==> config.mk <==
export PLATFORM = sky130hd
export DESIGN_NAME = sgel_status
export DESIGN_NICKNAME = d
export VERILOG_FILES = /design/src/sgel_pkg.sv /design/src/sgel_status.sv
export SDC_FILE = /design/constraint.sdc
export NUM_CORES = 1
export LEC_CHECK = 0
export BUFFER_PORTS_ARGS = -buffer_cell sky130_fd_sc_hd__buf_2
export CAP_MARGIN = 0
export CORE_MARGIN = 8
export CORE_UTILIZATION = 51
export CTS_CLUSTER_SIZE = 40
export DETAILED_ROUTE_END_ITERATION = 10
export GPL_TIMING_DRIVEN = 1
export PLACE_DENSITY_LB_ADDON = 0.1
export SLEW_MARGIN = 20
export SYNTH_ARGS = -nofsm -noshare
export SYNTH_HDL_FRONTEND = slang
export SYNTH_SLANG_ARGS = --single-unit
==> constraint.sdc <==
create_clock -name CLK_IN -period 3.3 [get_ports CLK_IN]
set_clock_uncertainty 0.15 [all_clocks]
set_input_delay 0.165 -clock CLK_IN [delete_from_list [all_inputs] [get_ports CLK_IN]]
set_output_delay 0.165 -clock CLK_IN [all_outputs]
set_load 0.02 [all_outputs]
==> src/sgel_pkg.sv <==
// sgel_pkg: constants and types of the gather error/status block
// assumes a 32-bit APB register port and a descriptor fetcher on the same clock
package sgel_pkg;
   ////////////////////////////////////////////////////////////////////////////
   localparam int          ADDR_W          = 8;
   localparam int          DATA_W          = 32;
   localparam int          IRQ_W           = 4;
   // register byte offsets
   localparam logic [7:0]  OFS_CTRL        = 8'h00;
   localparam logic [7:0]  OFS_STATUS      = 8'h04;
   localparam logic [7:0]  OFS_CURDESC     = 8'h08;
   localparam logic [7:0]  OFS_IRQ_STATUS  = 8'h10;
   localparam logic [7:0]  OFS_IRQ_MASK    = 8'h14;
   // control fields
   localparam int          CTRL_RUN_BIT    = 0;
   localparam int          CTRL_SRST_BIT   = 2;
   // channel_status fields
   localparam int          STS_STOP_BIT    = 0;
   localparam int          STS_INT_BIT     = 8;
   localparam int          STS_SLV_BIT     = 9;
   localparam int          STS_DEC_BIT     = 10;
   localparam int          STS_RSVD_BIT    = 11;
   // error vector lanes
   localparam int          ERR_INT         = 0;
   localparam int          ERR_SLV         = 1;
   localparam int          ERR_DEC         = 2;
   // interrupt status lanes: stop event, then the three errors
   localparam int          IRQ_STOP        = 0;
   localparam int          IRQ_ERR_LO      = 1;
   // memory-mapped read response codes
   localparam logic [1:0]  RESP_OKAY       = 2'h0;
   localparam logic [1:0]  RESP_SLVERR     = 2'h2;
   localparam logic [1:0]  RESP_DECERR     = 2'h3;
   localparam logic [31:0] CURDESC_RST     = 32'h0000_0000;

   typedef enum logic [1:0] {ST_HALTED, ST_RUN, ST_STOPPING} sgel_state_t;

   // one finished descriptor fetch
   typedef struct packed {
      logic        valid;
      logic [31:0] addr;
      logic        complete;
      logic [1:0]  resp;
   } sgel_fetch_t;

   typedef struct packed {
      sgel_state_t       state;
      logic              run_stop;
      logic              stopped;
      logic [2:0]        err;
      logic [31:0]       curdesc;
      logic [IRQ_W-1:0]  irq_sts;
      logic [IRQ_W-1:0]  irq_mask;
      logic              irq;
      logic [DATA_W-1:0] prdata;
      logic              pslverr;
   } sgel_regs_t;
endpackage

==> src/sgel_status.sv <==
// sgel_status: gather error flags, graceful halt and descriptor capture
// assumes APB master and descriptor fetcher on CLK_IN, engine idle from same clock
//////////////////////////////////////////////////////////////////////////////

// Contract
// - A fetched descriptor whose complete bit is already set sets error flag bit 8.
// - A slave error response on a descriptor read sets error flag bit 9.
// - A decode error on a descriptor address sets error flag bit 10.
// - Any such error clears run/stop, and stopped is set only after full shutdown.
// - On such an error the current descriptor pointer takes the failing address.
// - Several errors are all flagged but only the first address is captured.
// - Error flags stay set until a soft or hard reset, which alone clears them.
// - Without gather support the three error flags are held at zero.
// - Status bit 11 ignores writes and reads as zero.
// - Writes aimed at the error flags are ignored.
module sgel_status
   import sgel_pkg::*;
#(
   parameter int GATHER_SUPPORT_PRESENT = 1
) (
   input  wire logic                    CLK_IN,
   input  wire logic                    RSTN_IN,
   input  wire logic                    CE_IN,
   input  wire logic                    PSEL_IN,
   input  wire logic                    PENABLE_IN,
   input  wire logic                    PWRITE_IN,
   input  wire logic [sgel_pkg::ADDR_W-1:0] PADDR_IN,
   input  wire logic [sgel_pkg::DATA_W-1:0] PWDATA_IN,
   output logic      [sgel_pkg::DATA_W-1:0] PRDATA_OUT,
   output logic                         PREADY_OUT,
   output logic                         PSLVERR_OUT,
   input  wire sgel_pkg::sgel_fetch_t   FETCH_IN,
   input  wire logic                    ENGINE_IDLE_IN,
   output logic                         RUN_STOP_OUT,
   output logic                         ENGINE_STOPPED_OUT,
   output logic [2:0]                   ERR_FLAGS_OUT,
   output logic [31:0]                  CURDESC_OUT,
   output logic                         IRQ_OUT
);
   import sgel_pkg::*;

   //////////////////////////////////////////////////////////////////////////
   generate
      if (GATHER_SUPPORT_PRESENT < 0 || GATHER_SUPPORT_PRESENT > 1) begin : g_chk
         $error("GATHER_SUPPORT_PRESENT must be 0 or 1");
      end
   endgenerate

   localparam logic SG = (GATHER_SUPPORT_PRESENT == 1);

   localparam sgel_regs_t RST = '{
      state:    ST_HALTED,
      run_stop: 1'b0,
      stopped:  1'b1,
      err:      3'h0,
      curdesc:  CURDESC_RST,
      irq_sts:  '0,
      irq_mask: '0,
      irq:      1'b0,
      prdata:   '0,
      pslverr:  1'b0
   };

   sgel_regs_t r_reg;
   sgel_regs_t r_next;

   function automatic logic hit(input logic [ADDR_W-1:0] a, input logic [7:0] ofs);
      hit = (a == ofs);
   endfunction

   function automatic logic mapped(input logic [ADDR_W-1:0] a);
      mapped = hit(a, OFS_CTRL) | hit(a, OFS_STATUS) | hit(a, OFS_CURDESC) |
               hit(a, OFS_IRQ_STATUS) | hit(a, OFS_IRQ_MASK);
   endfunction

   function automatic logic [DATA_W-1:0] read_word(input logic [ADDR_W-1:0] a,
                                                   input sgel_regs_t r);
      logic [DATA_W-1:0] w;
      w = '0;
      if (hit(a, OFS_CTRL)) begin
         w[CTRL_RUN_BIT] = r.run_stop;
      end
      if (hit(a, OFS_STATUS)) begin
         w[STS_STOP_BIT] = r.stopped;
         w[STS_INT_BIT]  = r.err[ERR_INT];
         w[STS_SLV_BIT]  = r.err[ERR_SLV];
         w[STS_DEC_BIT]  = r.err[ERR_DEC];
         w[STS_RSVD_BIT] = 1'b0;
      end
      if (hit(a, OFS_CURDESC)) begin
         w = r.curdesc;
      end
      if (hit(a, OFS_IRQ_STATUS)) begin
         w[IRQ_W-1:0] = r.irq_sts;
      end
      if (hit(a, OFS_IRQ_MASK)) begin
         w[IRQ_W-1:0] = r.irq_mask;
      end
      read_word = w;
   endfunction

   //////////////////////////////////////////////////////////////////////////
   logic       setup;
   logic       access;
   logic       wr;
   logic       soft_req;
   logic [2:0] errs;
   logic       new_err;

   assign setup    = PSEL_IN & ~PENABLE_IN;
   assign access   = PSEL_IN & PENABLE_IN;
   assign wr       = access & PWRITE_IN;
   assign soft_req = wr & hit(PADDR_IN, OFS_CTRL) & PWDATA_IN[CTRL_SRST_BIT];

   always_comb begin
      errs          = '0;
      errs[ERR_INT] = FETCH_IN.valid & FETCH_IN.complete &
                      (FETCH_IN.resp == RESP_OKAY);
      errs[ERR_SLV] = FETCH_IN.valid & (FETCH_IN.resp == RESP_SLVERR);
      errs[ERR_DEC] = FETCH_IN.valid & (FETCH_IN.resp == RESP_DECERR);
      errs          = errs & {3{SG}};
   end

   assign new_err = |errs;

   always_comb begin
      r_next = r_reg;
      if (setup) begin
         r_next.prdata  = read_word(PADDR_IN, r_reg);
         r_next.pslverr = ~mapped(PADDR_IN);
      end
      // clear only bits actually returned, so a fresh event survives
      if (access && !PWRITE_IN && hit(PADDR_IN, OFS_IRQ_STATUS)) begin
         r_next.irq_sts = r_reg.irq_sts & ~r_reg.prdata[IRQ_W-1:0];
      end
      // status register writes fall through: flags and reserved bit read-only
      if (wr && hit(PADDR_IN, OFS_CTRL)) begin
         r_next.run_stop = PWDATA_IN[CTRL_RUN_BIT] & (r_reg.err == 3'h0);
      end
      if (wr && hit(PADDR_IN, OFS_CURDESC) && r_reg.state == ST_HALTED) begin
         r_next.curdesc = PWDATA_IN;
      end
      if (wr && hit(PADDR_IN, OFS_IRQ_MASK)) begin
         r_next.irq_mask = PWDATA_IN[IRQ_W-1:0];
      end
      if (new_err) begin
         r_next.err      = r_reg.err | errs;
         r_next.run_stop = 1'b0;
         if (r_reg.err == 3'h0) begin
            r_next.curdesc = FETCH_IN.addr;
         end
         r_next.irq_sts[IRQ_ERR_LO +: 3] = r_next.irq_sts[IRQ_ERR_LO +: 3] | errs;
      end
      case (r_reg.state)
         ST_HALTED: begin
            if (r_next.run_stop) begin
               r_next.state = ST_RUN;
            end
         end
         ST_RUN: begin
            if (!r_next.run_stop) begin
               r_next.state = ST_STOPPING;
            end
         end
         ST_STOPPING: begin
            if (ENGINE_IDLE_IN) begin
               r_next.state             = ST_HALTED;
               r_next.irq_sts[IRQ_STOP] = 1'b1;
            end
         end
         default: begin
            r_next.state = ST_HALTED;
         end
      endcase
      r_next.stopped = (r_next.state == ST_HALTED);
      r_next.irq     = |(r_next.irq_sts & r_next.irq_mask);
      if (soft_req) begin
         r_next = RST;
      end
   end

   always_ff @(posedge CLK_IN) begin
      if (!RSTN_IN) begin
         r_reg <= RST;
      end else if (CE_IN) begin
         r_reg <= r_next;
      end
   end

   assign PRDATA_OUT         = r_reg.prdata;
   assign PSLVERR_OUT        = r_reg.pslverr & PSEL_IN & PENABLE_IN;
   assign PREADY_OUT         = CE_IN;
   assign RUN_STOP_OUT       = r_reg.run_stop;
   assign ENGINE_STOPPED_OUT = r_reg.stopped;
   assign ERR_FLAGS_OUT      = r_reg.err;
   assign CURDESC_OUT        = r_reg.curdesc;
   assign IRQ_OUT            = r_reg.irq;
endmodule

==> out/metrics.yaml, run 1 <==
cp_num_buf_inv: 2
start_kind: "input port"
cp_max_fo: 8
fin_cells: 792
p_seq_share_pct: 49.2
wl_per_cell_microns: 18.2
utilization_pct: 61.0
r2r-start: "r_reg[80]$_SDFFE_PN0P_"
p_int_uw: 1500
die-area_sq_mm: 0.0125
initial_core_util_pct: 51.4
final.period_utilization_pct: 74.2
numPlacedInstances: 743
grt_pass1_vias: 4621
critPathSlowestCell: "or4b_2"
p_clk_share_pct: 35.0
arrival_ps: 2510
whs_ps: 10.4
status: "finished, final reports clean"
core_area_sq_mm: 0.00906
fp.dieH_microns: 112
syn_to_final_growth_pct: 18.6
required_ps: 3360
postSynthNetCount: 659
hold_class: "in2reg"
critPathTopFamily: "simple AND/OR/NAND/NOR gates"
cts_tree: "done"
crit_type: "in2reg"
layout_min_cycle_time_ps: 2450
fillers: 826
crit_chain: "buf_2 -> or4b_2 -> nor3_1 -> buf_4 -> mux2_2 -> a2111oi_0 -> o21ai_0"
rrSetupSlack_ps: 1130
clkTransAtPathRegs_ps: 80
syn_inst: 576
critical_path.max_stage_delay_ps: 690
swShare_pct: 28.7
finalSetupViolCount: 0
io_buffers: 154
combPwrFrac_pct: 15.8
drt-initial-drc-count: 337
vias: 4574
p_leak_uw: 0.00239
yosys_warnings: 0
htreeDepth: 3
hold_end: "CURDESC_OUT[29]$_SDFFE_PN0P_"
dp_hpwl_microns: 10000
drv_slew: 0
first_pass_iters: 5
routed-wl-met3_microns: 977
numCtsBuffers: 9
fmax_ghz: 0.409
relSlewSlack_pct: 45.2
synth_seq_cells: 81
gp_congestion: 0.923
synth.avg_cell_area_sq_um: 8.09
drtAntennaViolNets: 0
async_flop_share_pct: 0
netlist_area_sq_mm: 0.00466
io_pins: 155
wl_met1_microns: 6600
cts_buffer_depth: 2
synth_edf_count: 0
crit_path_end_kind: "register"
clock_latency_ps: 350
power.density_mw_per_mm2: 381
grt_remaining_overflow: 0
die_w_microns: 112
fin_setup_tns_ps: 0
num-nets-final: 759
hold_viol_final: 0
finalPower_uw: 2110
grt_pass1_wl_microns: 23300
drt_wl_total_microns: 14400
tightest_slew_ps: 817
synth.distinct_cells: 58
cts-root-buf: "clkbuf_8"
drive_above_1_share_pct: 29.1
drv_cap: 0
rsz0062_at_grt: "no"
drc: 0
cts.sinks: 81
post_drt_via_cell_ratio: 5.78
antenna_found_initial: 0
min_from: "FETCH_IN[32]"
r2r_cells: 5
yosysSeqAreaShare_pct: 34.8
rows: 35
routed-wl-met2_microns: 6680
synth_flop_cell: "dfxtp_1"
grt_max_degree: 40
maxUsedRoutingLayer: "met4"
irDropWorstVdd_uv: 212
switching_power_uw: 604
worstHoldPathCells: 3
antennaDiodeCount: 0
grt.total_usage_pct: 22.4
rr_endpoint: "CURDESC_OUT[11]$_SDFFE_PN0P_"
[per-layer routing]
layer	vias to the layer above	global-route usage, %
met3	18	4.82
met1	2167	28.2
met5	-	0
li1	2204	-
met2	185	37.4
met4	0	6.75
[kinds of logic after synthesis]
group,synth area share [%]
buffers and inverters,14.9
AND/OR/NAND/NOR,24.7
multiplexers,0.940
AO/OA/AOI/OAI,24.7
flip-flops,34.8
[synthesized netlist by cell type, types with 4 or more instances]
cell type / instances / area (sq um)
dfxtp_1: 81 / 1620
o31ai_1: 35 / 263
nor3_1: 5 / 25.0
clkbuf_1: 36 / 135
nand3_1: 36 / 180
inv_1: 4 / 15.0
buf_4: 68 / 510
o21ai_0: 7 / 35.0
o41ai_1: 4 / 35.0
nand2_1: 74 / 278
a211oi_1: 32 / 240
a22oi_1: 9 / 67.6
nor2b_1: 9 / 56.3
buf_2: 4 / 20.0
nor2_1: 43 / 161
nand2b_1: 4 / 25.0
and3_1: 34 / 213
a21boi_0: 8 / 60.1
a21boi_1: 26 / 195
[final cells by class]
| class | instances | area [sq um] | share of cell area, % |
|---|---|---|---|
| clock buffers | 11 | 131 | 2.38 |
| clock inverters | 5 | 63.8 | 1.15 |
| inverters | 4 | 15.0 | 0.272 |
| multi-input cells | 381 | 2370 | 42.8 |
| flip-flops and latches | 81 | 1620 | 29.3 |
| well taps | 111 | 139 | 2.51 |
| repair buffers | 199 | 1190 | 21.5 |
[worst max path at each step]
stage                            to  slack, ps        start  cells after the start
3_5_place_dp   IRQ_OUT$_SDFFE_PN0P_        500  PADDR_IN[4]                      7
4_1_cts        IRQ_OUT$_SDFFE_PN0P_        860  PADDR_IN[4]                      7
6_report       IRQ_OUT$_SDFFE_PN0P_        850  PADDR_IN[4]                      7
5_1_grt        IRQ_OUT$_SDFFE_PN0P_        700  PADDR_IN[4]                      7
2_1_floorplan  IRQ_OUT$_SDFFE_PN0P_        670  PADDR_IN[4]                      6
3_3_place_gp   IRQ_OUT$_SDFFE_PN0P_        500  PADDR_IN[4]                      7
[power by group through the flow]
stage / sequential (uW) / combinational [uW] / clock, uW
3_3_place_gp: 1060 / 296 / 0
3_5_place_dp: 1060 / 300 / 0
5_1_grt: 1040 / 359 / 792
2_1_floorplan: 1050 / 210 / 0
6_report: 1040 / 332 / 738
4_1_cts: 1040 / 331 / 751
[metrics by stage]
stage | setup slack (ps) | instance area [sq um]
floorplan | 675 | 4660
global placement | 501 | 5000
detailed placement | 497 | 5000
CTS | 863 | 5530
global route | 702 | 5530
finish | 852 | 5530
[timing repair]
| item | CTS | global route |
|---|---|---|
| hold buffers | 33 | 0 |
| setup endpoints to repair | 0 | 0 |
| buffers inserted | 0 | 0 |
| endpoints found under the hold margin | 33 | 0 |
| gates resized for setup | 0 | 0 |
[cells in the final DEF, fill, tap and decap left out, drive strengths merged, types with 5 or more instances in the layout]
master       count
dfxtp           81
nor3             5
a21boi          34
o21ai            7
nor2            43
inv              5
dlygate4sd3     33
nor2b            9
nand3           36
a22oi            9
a211oi          33
and3            34
o31ai           36
nand2           74
buf            166
clkbuf          11
[worst reg2reg max path, stage by stage (launching register included)]
cell and delay, ps:
dfxtp_1 380, nor3_2 710, buf_4 370, and3_1 190, a211oi_1 50, o31ai_1 230
Note: power is estimated with default switching activity, not from simulation.
==> inputs of run 2 (changes only) <==
- clock period: 3.3 -> 2.4 ns (I/O delays scaled with it)
==> out/metrics.yaml, run 2 (synthesis gave the netlist of run 1 again) <==
fmax_ghz: 0.439
crit_type: "in2reg"  # unchanged
drt-initial-drc-count: 373  # was 337
post_cts_buffers: 0  # unchanged
grt_use_met1_pct: 28.4  # was 28.2%
placed_area_sq_mm: 0.00523  # was 0.00500 sq mm
drt_wl_total_microns: 14700  # was 14400 microns
drv_slew: 0  # unchanged
start_kind: "input port"  # unchanged
fp.dieH_microns: 112  # unchanged
layout_min_cycle_time_ps: 2280
cp_max_fo: 4  # was 8
first_pass_iters: 5  # unchanged
clock_latency_ps: 350  # about the same
p_leak_uw: 0.00259  # was 0.00239 uW
die-area_sq_mm: 0.0125  # unchanged
critPathSlowestCell: "or4b_2"  # unchanged
fin_cells: 827  # was 792
most-common-layout-cells: "154 x buf_2, 81 x dfxtp_1, 74 x nand2_1"  # unchanged
io_pins: 155  # unchanged
relSlewSlack_pct: 57.9  # was 45.2%
gp_congestion: 0.906  # was 0.923
numPlacedInstances: 768  # was 743
wl_per_cell_microns: 17.8  # was 18.2 microns
critical_path.max_stage_delay_ps: 730  # was 690 ps
finalPower_uw: 3090  # was 2110 uW
fillers: 748  # was 826
irDropWorstVdd_uv: 283  # was 212 uV
antennaDiodeCount: 0  # unchanged
hold_class: "in2reg"  # unchanged
vias: 4717  # was 4574
arrival_ps: 2370  # was 2510 ps
top_usage_layer: "met2"  # unchanged
final_common_cell: "buf_2"  # unchanged
cts-root-buf: "clkbuf_8"  # unchanged
final.period_utilization_pct: 95.0
die_w_microns: 112  # unchanged
numCtsBuffers: 9  # unchanged
rsz0062_at_grt: "no"  # unchanged
cts_buffer_depth: 2  # unchanged
fin_setup_tns_ps: 0  # unchanged
initial_core_util_pct: 51.4  # unchanged
grtUsageMet2_pct: 37.8  # was 37.4%
core_area_sq_mm: 0.00906  # unchanged
drv_cap: 0  # unchanged
gr-usage-met3_pct: 6.49  # was 4.82%
design_area_sq_mm: 0.00590  # was 0.00553 sq mm
cts_tree: "done"  # unchanged
post_drt_via_cell_ratio: 5.70  # was 5.78
utilization_pct: 65.1  # was 61.0%
antenna_found_initial: 0  # unchanged
clkTransAtPathRegs_ps: 90  # was 80 ps
grt_pass1_vias: 4721  # was 4621
io_buffers: 154  # unchanged
grt.total_usage_pct: 22.9  # was 22.4%
rows: 35  # unchanged
grt_remaining_overflow: 0  # unchanged
finalSetupViolCount: 0  # unchanged
grt_pass1_wl_microns: 23700  # was 23300 microns
drive_above_1_share_pct: 31.7  # was 29.1%
tightest_slew_ps: 625  # was 817 ps
crit_chain: "buf_2 -> or4b_2 -> nor3_4 -> mux2_2 -> a2111oi_1 -> buf_4 -> o21ai_0"  # was buf_2 -> or4b_2 -> nor3_1 -> buf_4 -> mux2_2 -> a2111oi_0 -> o21ai_0
power.density_mw_per_mm2: 525  # was 381 mW/mm^2
syn_to_final_growth_pct: 26.5  # was 18.6%
status: "finished, final reports clean"  # unchanged
cts.sinks: 81  # unchanged
required_ps: 2490  # was 3360 ps
num-nets-final: 794  # was 759
dp_hpwl_microns: 10600  # was 10000 microns
drc: 0  # unchanged
drtAntennaViolNets: 0  # unchanged
grt_max_degree: 34  # was 40
crit_path_end_kind: "register"  # unchanged
htreeDepth: 3  # unchanged
hold_viol_final: 0  # unchanged
==> run 2: cell types whose count changed in the layout (fill, tap and decap cells not counted), sizes merged <==
cell         previous run  this run
clkbuf                 11        10
bufinv                  1         2
clkinvlp                1         0
inv                     5         7
dlygate4sd3            33        43
buf                   166       191
clkinv                  2         1
==> run 2: final timing paths <==
path,from,endpoint,slack [ps],cells after the start
max,PADDR_IN[5],IRQ_OUT$_SDFFE_PN0P_,120,7
min,FETCH_IN[35],ERR_FLAGS_OUT[1]$_SDFFE_PN0P_,40,5
max reg2reg,PRDATA_OUT[2]$_SDFFE_PN0P_,IRQ_OUT$_SDFFE_PN0P_,270,7
min reg2reg,PRDATA_OUT[25]$_SDFFE_PN0P_,PRDATA_OUT[25]$_SDFFE_PN0P_,300,2
==> run 2: power breakdown <==
group / leakage, uW / switching [uW] / internal, uW
logic: 0.00181 / 274 / 220
clock network: 0.000119 / 543 / 632
registers: 0.000657 / 43.2 / 1380
total: 0.00259 / 860 / 2230
==> run 2: worst max-delay path: cells and delay by family <==
| family | cells | cell delay [ps] |
|---|---|---|
| muxes | 1 | 360 |
| AOI/OAI and AO/OA | 2 | 610 |
| buffers and inverters | 2 | 310 |
| and+or+nand+nor | 2 | 970 |
==> run 2: final cells by class <==
| cell class | instances | area [sq um] | share of cell area, % |
|---|---|---|---|
| flip-flops and latches | 81 | 1620 | 27.5 |
| repair buffers | 234 | 1500 | 25.5 |
| well taps | 111 | 139 | 2.36 |
| inverters | 4 | 15.0 | 0.255 |
| multi-input cells | 381 | 2380 | 40.4 |
| clock inverters | 6 | 97.6 | 1.65 |
| clock buffers | 10 | 138 | 2.33 |
==> run 2: repair_timing <==
action | in CTS | in global routing
gates resized for setup | 0 | 1
hold buffers | 43 | 0
endpoints found under the setup margin | 0 | 1
endpoints found under the hold margin | 38 | 0
==> run 2: stage by stage <==
stage | setup WS, ps | hold slack [ps]
3_3_place_gp | -251 | 285
2_1_floorplan | -7.02 | 144
5_1_grt | 96.6 | 66.9
6_report | 120 | 39.0
3_5_place_dp | -252 | 289
4_1_cts | 105 | 25.1
==> run 2: metal layers <==
layer / wire [microns] / part of all wire [%]
met1: 6490 / 44
met2: 6880 / 47
met3: 1140 / 7.8
met4: 167 / 1.1
met5: 0 / 0
==> inputs of run 3 (changes only) <==
--- a/config.mk
+++ b/config.mk
@@ -6,4 +6,5 @@
 export NUM_CORES = 1
 export LEC_CHECK = 0
+export ABC_CLOCK_PERIOD_IN_PS = 2400
 export BUFFER_PORTS_ARGS = -buffer_cell sky130_fd_sc_hd__buf_2
 export CAP_MARGIN = 0
==> constraint.sdc (replaced) <==
create_clock -name CLK_IN -period 2.4 [get_ports CLK_IN]
set_clock_uncertainty 0.15 [all_clocks]
set_input_delay 0.48 -clock CLK_IN [delete_from_list [all_inputs] [get_ports CLK_IN]]
set_output_delay 0.48 -clock CLK_IN [all_outputs]
set_load 0.02 [all_outputs]
==> out/metrics.yaml, run 3 (synthesis gave the netlist of run 1 again) <==
fin_ws_ps: -43.7  # was 120 ps
grt_remaining_overflow: 0  # unchanged
antennaDiodeCount: 0  # unchanged
cts_tree: "done"  # unchanged
post_drt_via_cell_ratio: 5.64  # was 5.70
irDropWorstVdd_uv: 240  # was 283 uV
num-nets-final: 778  # was 794
clock_latency_ps: 350  # about the same
relSlewSlack_pct: 61.6  # was 57.9%
hold_viol_final: 0  # unchanged
whs_ps: 287  # was 39.0 ps
hold_end: "CURDESC_OUT[29]$_SDFFE_PN0P_"  # was ERR_FLAGS_OUT[1]$_SDFFE_PN0P_
gp_congestion: 0.884  # was 0.906
utilization_pct: 65.1  # about the same
rsz0062_at_grt: "yes"  # was no
cpMostUsedCell: "buf_6"
cp_max_fo: 7  # was 4
rows: 35  # unchanged
routed-wl-met2_microns: 7030  # was 6880 microns
crit_path_end_kind: "register"  # unchanged
rr_endpoint: "r_reg[79]$_SDFFE_PN0P_"  # was IRQ_OUT$_SDFFE_PN0P_
numCtsBuffers: 9  # unchanged
violations: "negative setup slack"
power.density_mw_per_mm2: 511  # was 525 mW/mm^2
core_area_sq_mm: 0.00906  # unchanged
routed-wl-met3_microns: 1030  # was 1140 microns
status: "complete, but fails checks"  # was finished, final reports clean
critical_path.max_stage_delay_ps: 580  # was 730 ps
numPlacedInstances: 787  # was 768
tightest_slew_ps: 567  # was 625 ps
p_leak_uw: 0.00256  # was 0.00259 uW
final.period_utilization_pct: 102  # was 95.0%
r2r-start: "ERR_FLAGS_OUT[2]$_SDFFE_PN0P_"  # was PRDATA_OUT[2]$_SDFFE_PN0P_
critPathSlowestCell: "or4b_4"  # was or4b_2
arrival_ps: 2580  # was 2370 ps
io_buffers: 154  # unchanged
drtAntennaViolNets: 0  # unchanged
drive_above_1_share_pct: 41.1  # was 31.7%
finalSetupViolCount: 22  # was 0
cts_buffer_depth: 2  # unchanged
maxUsedRoutingLayer: "met4"  # unchanged
post-place-ws_ps: -421  # was -252 ps
fp.dieH_microns: 112  # unchanged
clkTransAtPathRegs_ps: 90  # about the same
die_w_microns: 112  # unchanged
wl_met1_microns: 6500  # was 6490 microns
worstHoldPathCells: 3  # was 5
hold_class: "in2reg"  # unchanged
drc: 0  # unchanged
grt.total_usage_pct: 23.2  # was 22.9%
first_pass_iters: 4  # was 5
start_kind: "input port"  # unchanged
fmax_ghz: 0.409  # was 0.439 GHz
final_common_cell: "buf_2"  # unchanged
grt_max_degree: 34  # unchanged
layout_min_cycle_time_ps: 2440  # was 2280 ps
wl_per_cell_microns: 18.2  # was 17.8 microns
most-common-layout-cells: "151 x buf_2, 81 x dfxtp_1, 73 x nand2_1"  # was 154 x buf_2, 81 x dfxtp_1, 74 x nand2_1
crit_chain: "buf_6 -> or4_4 -> or4b_4 -> buf_6 -> o31ai_4 -> buf_6 -> buf_12 -> nand3_4 -> a21boi_2"  # was buf_2 -> or4b_2 -> nor3_4 -> mux2_2 -> a2111oi_1 -> buf_4 -> o21ai_0
fin_cells: 811  # was 827
grt_pass1_vias: 4691  # was 4721
vias: 4570  # was 4717
fillers: 799  # was 748
min_from: "FETCH_IN[32]"  # was FETCH_IN[35]
drt-initial-drc-count: 320  # was 373
required_ps: 2540  # was 2490 ps
cp_num_buf_inv: 4  # was 2
cts-root-buf: "clkbuf_8"  # unchanged
syn_to_final_growth_pct: 26.7  # was 26.5%
critPathTopFamily: "simple AND/OR/NAND/NOR gates"  # unchanged
r2r_cells: 5  # was 7
rrSetupSlack_ps: 520  # was 270 ps
drt_wl_total_microns: 14700  # about the same
htreeDepth: 3  # unchanged
fin_setup_tns_ps: -340  # was 0 ps
initial_core_util_pct: 51.4  # unchanged
cts.sinks: 81  # unchanged
grt_pass1_wl_microns: 24000  # was 23700 microns
die-area_sq_mm: 0.0125  # unchanged
crit_type: "in2reg"  # unchanged
antenna_found_initial: 0  # unchanged
drv_cap: 0  # unchanged
drv_slew: 0  # unchanged
io_pins: 155  # unchanged
dp_hpwl_microns: 11000  # was 10600 microns
[run 3: cell types whose count changed in the layout (fill, tap and decap cells not counted), moves of 2 or more]
cell / delta
dlygate4sd3_1: -43
buf_4: +20
a21boi_1: -9
nand3_1: -18
a21boi_2: +10
a2111oi_1: -2
nand3_2: +16
nand3_4: +2
buf_2: -3
buf_6: +9
[run 3: worst register-to-register path: cells and delay by family (launching register included)]
| family | cells | cell delay (ps) |
|---|---|---|
| DFF | 1 | 380 |
| AOI/OAI and AO/OA | 2 | 430 |
| and+or+nand+nor | 3 | 870 |
[run 3: stage by stage]
stage	instance area (sq um)	total power, uW
4_1_cts	5800	3020
6_report	5910	3020
3_3_place_gp	5450	1900
5_1_grt	5910	3160
3_5_place_dp	5450	1910
2_1_floorplan	4840	1750
[run 3: worst max-delay path by stage]
stage / start / to / slack (ps) / cells past startpoint
after floorplan: PADDR_IN[3] / PRDATA_OUT[0]$_SDFFE_PN0P_ / -360 / 8
after global placement: PADDR_IN[3] / ENGINE_STOPPED_OUT$_SDFFE_PN1P_ / -400 / 6
after detailed placement: PADDR_IN[3] / PRDATA_OUT[31]$_SDFFE_PN0P_ / -420 / 7
after CTS: PADDR_IN[6] / PRDATA_OUT[25]$_SDFFE_PN0P_ / -10 / 9
after global routing: PADDR_IN[3] / ENGINE_STOPPED_OUT$_SDFFE_PN1P_ / -100 / 8
final: PADDR_IN[3] / PRDATA_OUT[16]$_SDFFE_PN0P_ / -40 / 9
[run 3: what timing repair did]
item,in CTS,in global routing
gates resized for setup,12,24
gates cloned,2,1
pin swaps,9,9
hold buffers,0,0
setup buffers,4,2
endpoints found under the setup margin,31,37
[run 3: final cells by class]
| type | count | area (sq um) | area share, % |
|---|---|---|---|
| multi-input cells | 381 | 2570 | 43.5 |
| flip-flops and latches | 81 | 1620 | 27.5 |
| repair buffers | 218 | 1340 | 22.7 |
| well taps | 111 | 139 | 2.35 |
| clock buffers | 10 | 128 | 2.16 |
| clock inverters | 6 | 90.1 | 1.53 |
| inverters | 4 | 15.0 | 0.254 |
[run 3: power breakdown]
group          switching (uW)  total (uW)  internal (uW)
logic                     271         476            205
registers                46.5        1430           1380
clock network             523        1110            591
total                     841        3020           2180
[run 3: layer usage]
| metal | up-vias | global-route usage (%) |
|---|---|---|
| met5 | - | 0 |
| met4 | 0 | 7.11 |
| met3 | 12 | 5.68 |
| met2 | 152 | 38.5 |
| met1 | 2167 | 29.0 |
| li1 | 2239 | - |
